[config.mk]
export PLATFORM = sky130hd
export DESIGN_NAME = data_eeprom_write_control
export DESIGN_NICKNAME = d
export VERILOG_FILES = /design/src/nvm_pkg.sv /design/src/data_eeprom_write_control.sv
export SDC_FILE = /design/constraint.sdc
export NUM_CORES = 1
export LEC_CHECK = 0
export BUFFER_PORTS_ARGS = -buffer_cell sky130_fd_sc_hd__buf_2
export CORE_ASPECT_RATIO = 1.5
export CORE_MARGIN = 2
export CORE_UTILIZATION = 48
export DETAILED_ROUTE_END_ITERATION = 8
export PLACE_DENSITY = 0.78
export SYNTH_ARGS = -nofsm -noshare
export SYNTH_HDL_FRONTEND = slang
export SYNTH_SLANG_ARGS = --single-unit
export TNS_END_PERCENT = 30
[constraint.sdc]
create_clock -name mclk_i -period 2.15 [get_ports mclk_i]
set_input_delay 0.215 -clock mclk_i [delete_from_list [all_inputs] [get_ports mclk_i]]
set_output_delay 0.215 -clock mclk_i [all_outputs]
set_load 0.02 [all_outputs]
[src/nvm_pkg.sv]
/*
 nvm_pkg: register offsets, field positions, reset values and shared types
 for the data eeprom write controller.
 assumes a 32-bit avalon-mm register bus with byte addresses.
*/
package nvm_pkg;
	// register byte offsets
	localparam logic [4:0] OFF_CTRL = 5'h00;
	localparam logic [4:0] OFF_ADDR_HI = 5'h04;
	localparam logic [4:0] OFF_ADDR_LO = 5'h08;
	localparam logic [4:0] OFF_DATA = 5'h0C;
	localparam logic [4:0] OFF_IRQ = 5'h10;
	localparam logic [4:0] OFF_PTR1 = 5'h14;
	localparam logic [4:0] OFF_PTR2 = 5'h18;
	localparam logic [4:0] OFF_STAT = 5'h1C;
	// nvm_control_register fields
	localparam int CTRL_MODE_BIT = 4;
	localparam int CTRL_PERMIT_BIT = 3;
	localparam int CTRL_START_BIT = 2;
	// irq register fields
	localparam int IRQ_PERMIT_BIT = 0;
	localparam int IRQ_MF_PERMIT_BIT = 1;
	localparam int IRQ_GLOBAL_BIT = 2;
	localparam int IRQ_FLAG_BIT = 3;
	// address layout
	localparam int OFS_W = 4;
	localparam int PAGE_W = 5;
	localparam int PAGE_BYTES = 16;
	localparam logic [OFS_W-1:0] OFS_LAST = 4'hF;
	localparam logic [7:0] NVM_SECTOR = 8'h01;
	// reset values
	localparam logic [7:0] RST_BYTE = 8'h00;
	localparam logic [31:0] RST_WORD = 32'h0000_0000;

	typedef enum logic {OP_ERASE, OP_PROGRAM} nvm_op_e;

	typedef struct packed {
		nvm_op_e op;
		logic page_mode;
		logic [PAGE_W-1:0] page;
		logic [OFS_W-1:0] offset;
		logic [7:0] data;
	} array_cmd_s;
endpackage : nvm_pkg

[src/data_eeprom_write_control.sv]
/*
 data_eeprom_write_control: register front end and write sequencer for the
 on-chip data eeprom (byte write with pre-erase, 16-byte page write).
 assumes an eeprom array that times each cycle itself and answers every
 array_start_o pulse with one array_done_i pulse, synchronous to mclk_i.
*/
// The placing of the registers and the Avalon-MM slave port were decided locally.
// Summary of operation
// [RULE1] array timer runs alone; completion seen only
// [RULE2] start bit clears when cycle ends
// [RULE3] permit bit clears after every write
// [RULE4] byte mode erases the byte first
// [RULE5] mode high programs page from buffer
// [RULE6] page buffer cleared at power-on
// [RULE7] permit fall clears buffer, rise keeps
// [RULE8] upper five bits page, lower four offset
// [RULE9] page writes increment offset, never page
// [RULE10] offset holds at 0FH, later writes ignored
// [RULE11] data byte stored before offset increments
// [RULE12] software sets permit then start next
// [RULE13] start without permit starts nothing
// [RULE14] software masks interrupts during activation
// [RULE15] software erases page before page write
// [RULE16] permit bit zero after power-on
// [RULE17] pointer high bytes zero after power-on
// [RULE18] flag set when a cycle ends
// [RULE19] vector needs all enables, stack free
// [RULE20] flag cleared when interrupt serviced
// [RULE21] software avoids sleep during operation
// [RULE22] software never sets write and read start
`timescale 1ns/1ps
`default_nettype none
module data_eeprom_write_control import nvm_pkg::*; (
	input wire logic mclk_i,
	input wire logic rstn_i,
	input wire logic [4:0] avs_address_i,
	input wire logic avs_read_i,
	input wire logic avs_write_i,
	input wire logic [31:0] avs_writedata_i,
	input wire logic [3:0] avs_byteenable_i,
	output logic [31:0] avs_readdata_o,
	output logic avs_waitrequest_o,
	output array_cmd_s array_cmd_o,
	output logic array_start_o,
	output logic [8*PAGE_BYTES-1:0] page_data_o,
	output logic [PAGE_BYTES-1:0] page_mask_o,
	input wire logic array_done_i,
	input wire logic stack_full_i,
	input wire logic irq_ack_i,
	output logic irq_req_o
);
	typedef enum logic [1:0] {S_IDLE, S_ERASE, S_PROG} seq_e;
	logic wait_q;
	logic [31:0] rdata_q, rdata_d;
	logic mode_q, permit_q, permit_d, start_q, armed_q;
	logic addr_hi_q;
	logic [7:0] addr_lo_q, data_q, ptr1_q, ptr2_q;
	logic page_full_q;
	logic [7:0] buf_q [PAGE_BYTES];
	logic [PAGE_BYTES-1:0] mask_q;
	logic irq_permit_q, mf_permit_q, global_q, flag_q, irq_q;
	seq_e state_q;
	array_cmd_s cmd_q;
	logic cmd_start_q;
	logic wr_take, rd_take, busy, sector_ok, ctrl_wr, data_wr, page_wr, accept, prog_done;
	logic [7:0] wd;
	logic [OFS_W-1:0] ofs;
	logic [PAGE_W-1:0] page;
	function automatic logic hit(input logic [4:0] a, input logic [4:0] off);
		hit = (a[4:2] == off[4:2]);
	endfunction : hit
	assign wd = avs_writedata_i[7:0];
	assign wr_take = avs_write_i && !wait_q && avs_byteenable_i[0];
	assign rd_take = avs_read_i && wait_q;
	assign busy = (state_q != S_IDLE);
	// control register writes only taken while a pointer selects its sector; reads are not gated
	assign sector_ok = (ptr1_q == NVM_SECTOR) || (ptr2_q == NVM_SECTOR);
	assign ctrl_wr = wr_take && hit(avs_address_i, OFF_CTRL) && sector_ok && !busy;
	assign data_wr = wr_take && hit(avs_address_i, OFF_DATA) && !busy;
	assign page = {addr_hi_q, addr_lo_q[7:OFS_W]}; // RULE8
	assign ofs = addr_lo_q[OFS_W-1:0]; // RULE8
	assign page_wr = data_wr && mode_q && !page_full_q; // RULE10
	// start only straight after the write that raised permit
	assign accept = ctrl_wr && wd[CTRL_START_BIT] && wd[CTRL_PERMIT_BIT] && permit_q
		&& armed_q; // RULE12 RULE13
	assign prog_done = (state_q == S_PROG) && array_done_i;
	// bus answer: one wait cycle, then the request is taken
	always_ff @(posedge mclk_i) begin
		if (!rstn_i) begin
			wait_q <= 1'b1;
		end else if ((avs_read_i || avs_write_i) && wait_q) begin
			wait_q <= 1'b0;
		end else begin
			wait_q <= 1'b1;
		end
	end
	always_comb begin
		rdata_d = RST_WORD;
		if (hit(avs_address_i, OFF_CTRL)) begin
			rdata_d[CTRL_MODE_BIT] = mode_q;
			rdata_d[CTRL_PERMIT_BIT] = permit_q;
			rdata_d[CTRL_START_BIT] = start_q; // RULE1
		end else if (hit(avs_address_i, OFF_ADDR_HI)) begin
			rdata_d[0] = addr_hi_q;
		end else if (hit(avs_address_i, OFF_ADDR_LO)) begin
			rdata_d[7:0] = addr_lo_q;
		end else if (hit(avs_address_i, OFF_DATA)) begin
			rdata_d[7:0] = data_q;
		end else if (hit(avs_address_i, OFF_IRQ)) begin
			rdata_d[3:0] = {flag_q, global_q, mf_permit_q, irq_permit_q};
		end else if (hit(avs_address_i, OFF_PTR1)) begin
			rdata_d[7:0] = ptr1_q;
		end else if (hit(avs_address_i, OFF_PTR2)) begin
			rdata_d[7:0] = ptr2_q;
		end else begin
			rdata_d[3:0] = {page_full_q, state_q == S_PROG, state_q == S_ERASE, busy};
		end
	end

	always_ff @(posedge mclk_i) begin
		if (!rstn_i) begin
			rdata_q <= RST_WORD;
		end else if (rd_take) begin
			rdata_q <= rdata_d;
		end
	end
	always_comb begin
		permit_d = permit_q;
		if (prog_done) begin
			permit_d = 1'b0; // RULE3
		end else if (ctrl_wr) begin
			permit_d = wd[CTRL_PERMIT_BIT];
		end
	end

	always_ff @(posedge mclk_i) begin
		if (!rstn_i) begin
			permit_q <= 1'b0; // RULE16
			mode_q <= 1'b0;
			armed_q <= 1'b0;
		end else begin
			permit_q <= permit_d;
			if (ctrl_wr) begin
				mode_q <= wd[CTRL_MODE_BIT];
			end
			if (wr_take) begin
				armed_q <= ctrl_wr && wd[CTRL_PERMIT_BIT] && !permit_q; // RULE12
			end
		end
	end
	always_ff @(posedge mclk_i) begin
		if (!rstn_i) begin
			start_q <= 1'b0;
		end else if (prog_done) begin
			start_q <= 1'b0; // RULE2
		end else if (accept) begin
			start_q <= 1'b1;
		end
	end
	// pointer high bytes guard the control register sector
	always_ff @(posedge mclk_i) begin
		if (!rstn_i) begin
			ptr1_q <= RST_BYTE; // RULE17
			ptr2_q <= RST_BYTE; // RULE17
		end else if (wr_take && hit(avs_address_i, OFF_PTR1)) begin
			ptr1_q <= wd;
		end else if (wr_take && hit(avs_address_i, OFF_PTR2)) begin
			ptr2_q <= wd;
		end
	end
	// address and data registers frozen while a cycle runs
	always_ff @(posedge mclk_i) begin
		if (!rstn_i) begin
			addr_hi_q <= 1'b0;
			addr_lo_q <= RST_BYTE;
			data_q <= RST_BYTE;
			page_full_q <= 1'b0;
		end else begin
			if (wr_take && !busy && hit(avs_address_i, OFF_ADDR_HI)) begin
				addr_hi_q <= wd[0];
			end
			if (wr_take && !busy && hit(avs_address_i, OFF_ADDR_LO)) begin
				addr_lo_q <= wd;
				page_full_q <= 1'b0;
			end else if (permit_q && !permit_d) begin
				page_full_q <= 1'b0;
			end else if (page_wr) begin
				if (ofs == OFS_LAST) begin
					page_full_q <= 1'b1; // RULE10
				end else begin
					addr_lo_q[OFS_W-1:0] <= ofs + 4'h1; // RULE9
				end
			end
			if (data_wr && !(mode_q && page_full_q)) begin
				data_q <= wd;
			end
		end
	end
	// page buffer; mask marks the bytes tagged since the last clear
	always_ff @(posedge mclk_i) begin
		if (!rstn_i) begin
			mask_q <= '0; // RULE6
		end else if (permit_q && !permit_d) begin
			mask_q <= '0; // RULE7
		end else if (page_wr) begin
			mask_q[ofs] <= 1'b1; // RULE11
		end
	end

	always_ff @(posedge mclk_i) begin
		if (!rstn_i) begin
			for (int i = 0; i < PAGE_BYTES; i++) begin
				buf_q[i] <= RST_BYTE; // RULE6
			end
		end else if (permit_q && !permit_d) begin
			for (int i = 0; i < PAGE_BYTES; i++) begin
				buf_q[i] <= RST_BYTE; // RULE7
			end
		end else if (page_wr) begin
			buf_q[ofs] <= wd; // RULE11
		end
	end
	for (genvar g = 0; g < PAGE_BYTES; g++) begin : g_pack
		assign page_data_o[8*g +: 8] = buf_q[g];
	end
	// sequencer: waits on the array's own timer, no cycle count here
	always_ff @(posedge mclk_i) begin
		if (!rstn_i) begin
			state_q <= S_IDLE;
			cmd_q <= '0;
			cmd_start_q <= 1'b0;
		end else begin
			cmd_start_q <= 1'b0;
			case (state_q)
				S_IDLE: begin
					if (accept) begin
						cmd_q.op <= mode_q ? OP_PROGRAM : OP_ERASE; // RULE4 RULE5
						cmd_q.page_mode <= mode_q; // RULE5
						cmd_q.page <= page;
						cmd_q.offset <= ofs;
						cmd_q.data <= data_q;
						cmd_start_q <= 1'b1;
						state_q <= mode_q ? S_PROG : S_ERASE;
					end
				end
				S_ERASE: begin
					if (array_done_i) begin
						cmd_q.op <= OP_PROGRAM; // RULE4
						cmd_start_q <= 1'b1;
						state_q <= S_PROG;
					end
				end
				S_PROG: begin
					if (array_done_i) begin
						state_q <= S_IDLE; // RULE1
					end
				end
				default: begin
					state_q <= S_IDLE;
				end
			endcase
		end
	end
	always_ff @(posedge mclk_i) begin
		if (!rstn_i) begin
			irq_permit_q <= 1'b0;
			mf_permit_q <= 1'b0;
			global_q <= 1'b0;
		end else if (wr_take && hit(avs_address_i, OFF_IRQ)) begin
			irq_permit_q <= wd[IRQ_PERMIT_BIT];
			mf_permit_q <= wd[IRQ_MF_PERMIT_BIT];
			global_q <= wd[IRQ_GLOBAL_BIT]; // RULE14
		end
	end
	// set wins over service or write-one clear
	always_ff @(posedge mclk_i) begin
		if (!rstn_i) begin
			flag_q <= 1'b0;
		end else if (prog_done) begin
			flag_q <= 1'b1; // RULE18
		end else if (irq_ack_i || (wr_take && hit(avs_address_i, OFF_IRQ) && wd[IRQ_FLAG_BIT])) begin
			flag_q <= 1'b0; // RULE20
		end
	end
	always_ff @(posedge mclk_i) begin
		if (!rstn_i) begin
			irq_q <= 1'b0;
		end else begin
			irq_q <= flag_q && irq_permit_q && mf_permit_q && global_q && !stack_full_i
				&& !irq_ack_i; // RULE19
		end
	end
	assign avs_readdata_o = rdata_q;
	assign avs_waitrequest_o = wait_q;
	assign array_cmd_o = cmd_q;
	assign array_start_o = cmd_start_q;
	assign page_mask_o = mask_q;
	assign irq_req_o = irq_q;
endmodule : data_eeprom_write_control
`default_nettype wire

==> flow_metrics.env <==
export IMPL_synth_edf_count=128
export IMPL_ys_ff_latch=218
export IMPL_cts_tree="done"
export IMPL_track_usage=0.245
export IMPL_placed_cell_area_um2=11500
export IMPL_grt_overflow=0
export IMPL_worstPathArrival_ns=2.30
export IMPL_vias=8391
export IMPL_p_per_area_nw_per_um2=731
export IMPL_layout_min_cycle_time_ns=2.15
export IMPL_ir_drop_mv=0.591
export IMPL_fillers=1677
export IMPL_yosysTopAreaCell="edfxtp_1"
export IMPL_finClkSkew_ns=0.00976
export IMPL_post_route_util=0.602
export IMPL_synth_ff_type="edfxtp_1"
export IMPL_fin_ws_ns=0.00320
export IMPL_core_area_um2=20400
export IMPL_cts_sinks=218
export IMPL_synth_async_sr_flop_share=0
export IMPL_swShare=0.235
export IMPL_worstPathCellList="nor4_1 -> and4b_2 -> o2111ai_2 -> buf_4 -> nand3_1"
export IMPL_io_pins=246
export IMPL_p_int_mw=6.88
export IMPL_max_slew_margin=0.599
export IMPL_die_h_um=181
export IMPL_hold_slack_ns=0.0151
export IMPL_drc=0
export IMPL_hold_violations=0
export IMPL_drive_gt1_frac=0.301
export IMPL_synthCells=958
export IMPL_synth_fa_ha_area_frac=0.00501
export IMPL_top_layer="met4"
export IMPL_hold_path_class="input pin to register"
export IMPL_cts_htree_levels=1
export IMPL_antenna_found_initial=0
export IMPL_yosys_area_share_xor_xnor=0
export IMPL_via_per_inst=5.90
export IMPL_p_leak_nw=4.84
export IMPL_end_kind="register"
export IMPL_rows=64
export IMPL_switchingPower_mw=2.11
export IMPL_whs_path_depth=3
export IMPL_drtAntennaViolNets=0
export IMPL_outcome="completed"
export IMPL_syn_avg_cell_area_um2=10.4
export IMPL_wirelength_met1_um=10000
export IMPL_tightest_slew_ns=0.602
export IMPL_final_max_slew_violation_count=0
export IMPL_start_util=0.489
export IMPL_fin_crit_sh=0.999
export IMPL_syn2layout_area_growth_pct=23.2
export IMPL_synth_mux_area_frac=0.0551
export IMPL_maxCapViolCount=0
export IMPL_combPwrFrac=0.076
export IMPL_cp_data_required_time_ns=2.31
export IMPL_clockBufferDepth=3
export IMPL_drtIter0Drc=971
export IMPL_post_cts_buffers=0
export IMPL_die_x_um=122
export IMPL_drt_pass1_iterations=6
export IMPL_routed_wl_met3_um=2150
export IMPL_root_buffer="clkbuf_16"
export IMPL_first_global_vias=7741
export IMPL_clock_fmax_mhz=466
export IMPL_final_cell_area_um2=12300
export IMPL_grt_max_degree=74
export IMPL_worst_setup_path_type="register to register"
export IMPL_netlist_area_um2=9980
export IMPL_portBuffers=192
export IMPL_netlist_top_cells_area="edfxtp_1 38%, dfxtp_1 18%, mux2i_1 5.5%, nor3_1 4.9%, nand4_1 4.8%"
export IMPL_grt_pass1_wl_um=42500
export IMPL_synth_top_cell_area_share=0.385
export IMPL_rsz0062_at_grt="true"
export IMPL_dpl_worst_slack_ns=0.00704
export IMPL_setup_violations=0
export IMPL_yosysSeqAreaShare=0.565
export IMPL_reg2reg_depth=5
export IMPL_clkPwrFrac=0.421
export IMPL_hpwl_um=18900
export IMPL_wl_per_cell_um=19.5
export IMPL_synth_simple_area_share=0.244
export IMPL_nets=1197
export IMPL_synth_compound_area_frac=0.0603
export IMPL_netlist_cell_type_count=64
export IMPL_crit_path_top_delay_cell="nor4_1"
export IMPL_worstSkewPairLatency_ns=0.50
export IMPL_wl_met2_um=14100
export IMPL_cp_max_fo=9
export IMPL_design_die_area_um2=22000
export IMPL_cpPeakStageDelay_ns=0.36
export IMPL_antenna_cells=0
export IMPL_path_clk_slew_ns=0.07
export IMPL_gp_congestion=0.921
export IMPL_ys_warn_count=0
export IMPL_start_kind="register"
export IMPL_p_seq_frac=0.503
export IMPL_synth_top_family_by_area="simple AND/OR/NAND/NOR gates"
export IMPL_cts_inserted_buffers=21
export IMPL_wirelength_um=27800
-- critical path, delay by kind of cell (launching register included) --
family	cells	cell delay (ns)
flops	1	0.33
buf+inv	1	0.22
simple gates	3	1.07
compound gates	1	0.18
-- cells in the mapped netlist (21+ instances only) --
| cell type | number |
|---|---|
| nor2_1 | 49 |
| dfxtp_1 | 90 |
| edfxtp_1 | 128 |
| o21ai_0 | 22 |
| buf_4 | 24 |
| mux2i_1 | 55 |
| nand3_1 | 41 |
| nor4_2 | 21 |
| nand4_1 | 76 |
| nor3_1 | 97 |
| clkbuf_1 | 85 |
| nor4_1 | 29 |
| nand2_1 | 92 |
-- state kept, by name, indices dropped and copies added (netlist names), 2 cells and up --
signal,cells
addr_lo_q,8
array_cmd_o,19
avs_readdata_o,8
buf_q,128
data_q,8
page_mask_o,16
ptr1_q,8
ptr2_q,8
state_q,2
-- kinds of logic after synthesis --
group	after synthesis
DFF	218
other	1
buffers and inverters	148
adders and majority gates	4
muxes	55
and+or+nand+nor	446
AOI/OAI and AO/OA	86
-- power by group through the flow --
stage                     clock network [mW]  registers, mW  logic, mW
final                                   3.78           4.53      0.684
after global routing                    3.98           4.53      0.723
after CTS                               3.81           4.53      0.673
after detailed placement                   0           4.62      0.667
after global placement                     0           4.62      0.660
after floorplan                            0           4.74      0.322
-- layout by cell type, fill, tap and decap left out, types with 4 or more instances in the layout --
master,count
clkbuf_1,4
buf_2,192
nand3_1,40
nand2b_1,8
mux2i_1,55
edfxtp_1,128
nand4_1,76
conb_1,24
nor4_1,24
inv_1,10
a31oi_1,4
a32o_1,7
buf_12,11
buf_4,72
nor4_2,25
nor3_1,96
nand2_1,91
clkbuf_16,21
nor2_1,48
dfxtp_1,90
nor2b_1,9
a21oi_1,16
o21ai_0,22
-- final timing paths --
kind / from / to / slack (ns)
max: ptr2_q[3]$_SDFFE_PN0P_ / buf_q[1][6]$_SDFFCE_PN0P_ / 0.003
min: irq_ack_i / irq_req_o$_SDFF_PN0_ / 0.02
max reg2reg: ptr2_q[3]$_SDFFE_PN0P_ / buf_q[1][6]$_SDFFCE_PN0P_ / 0.003
min reg2reg: array_cmd_o[5]$_SDFFE_PN0P_ / array_cmd_o[5]$_SDFFE_PN0P_ / 0.45
-- layout make-up --
cell class              instances  area, um^2  share of cell area
well taps                     264         330              0.0269
flip-flops and latches        218        5650               0.459
clock buffers                  26         554              0.0451
inverters                      10        37.5             0.00305
multi-input cells             616        3840               0.312
clock inverters                10         139              0.0113
repair buffers                278        1750               0.142
-- metrics by stage --
stage / total power, mW / TNS, ns / instances
after floorplan: 5.06 / -0.438 / 981
after global placement: 5.28 / 0 / 1382
after detailed placement: 5.29 / 0 / 1382
after CTS: 9.02 / 0 / 1421
after global routing: 9.24 / -1.71 / 1422
final: 8.99 / 0 / 1422
-- per-layer routing --
layer,vias up,GRT usage
li1,3890,-
met1,3923,0.299
met2,481,0.422
met3,97,0.0237
met4,0,0.132
met5,-,0
-- what timing repair did --
| item | CTS | global route |
|---|---|---|
| pin swaps | 0 | 1 |
| cloned | 0 | 1 |
| gates resized for setup | 1 | 11 |
| hold buffers | 3 | 0 |
| hold endpoints to repair | 2 | 0 |
| endpoints found under the setup margin | 4 | 89 |
Power figures use the tool's default switching activity.
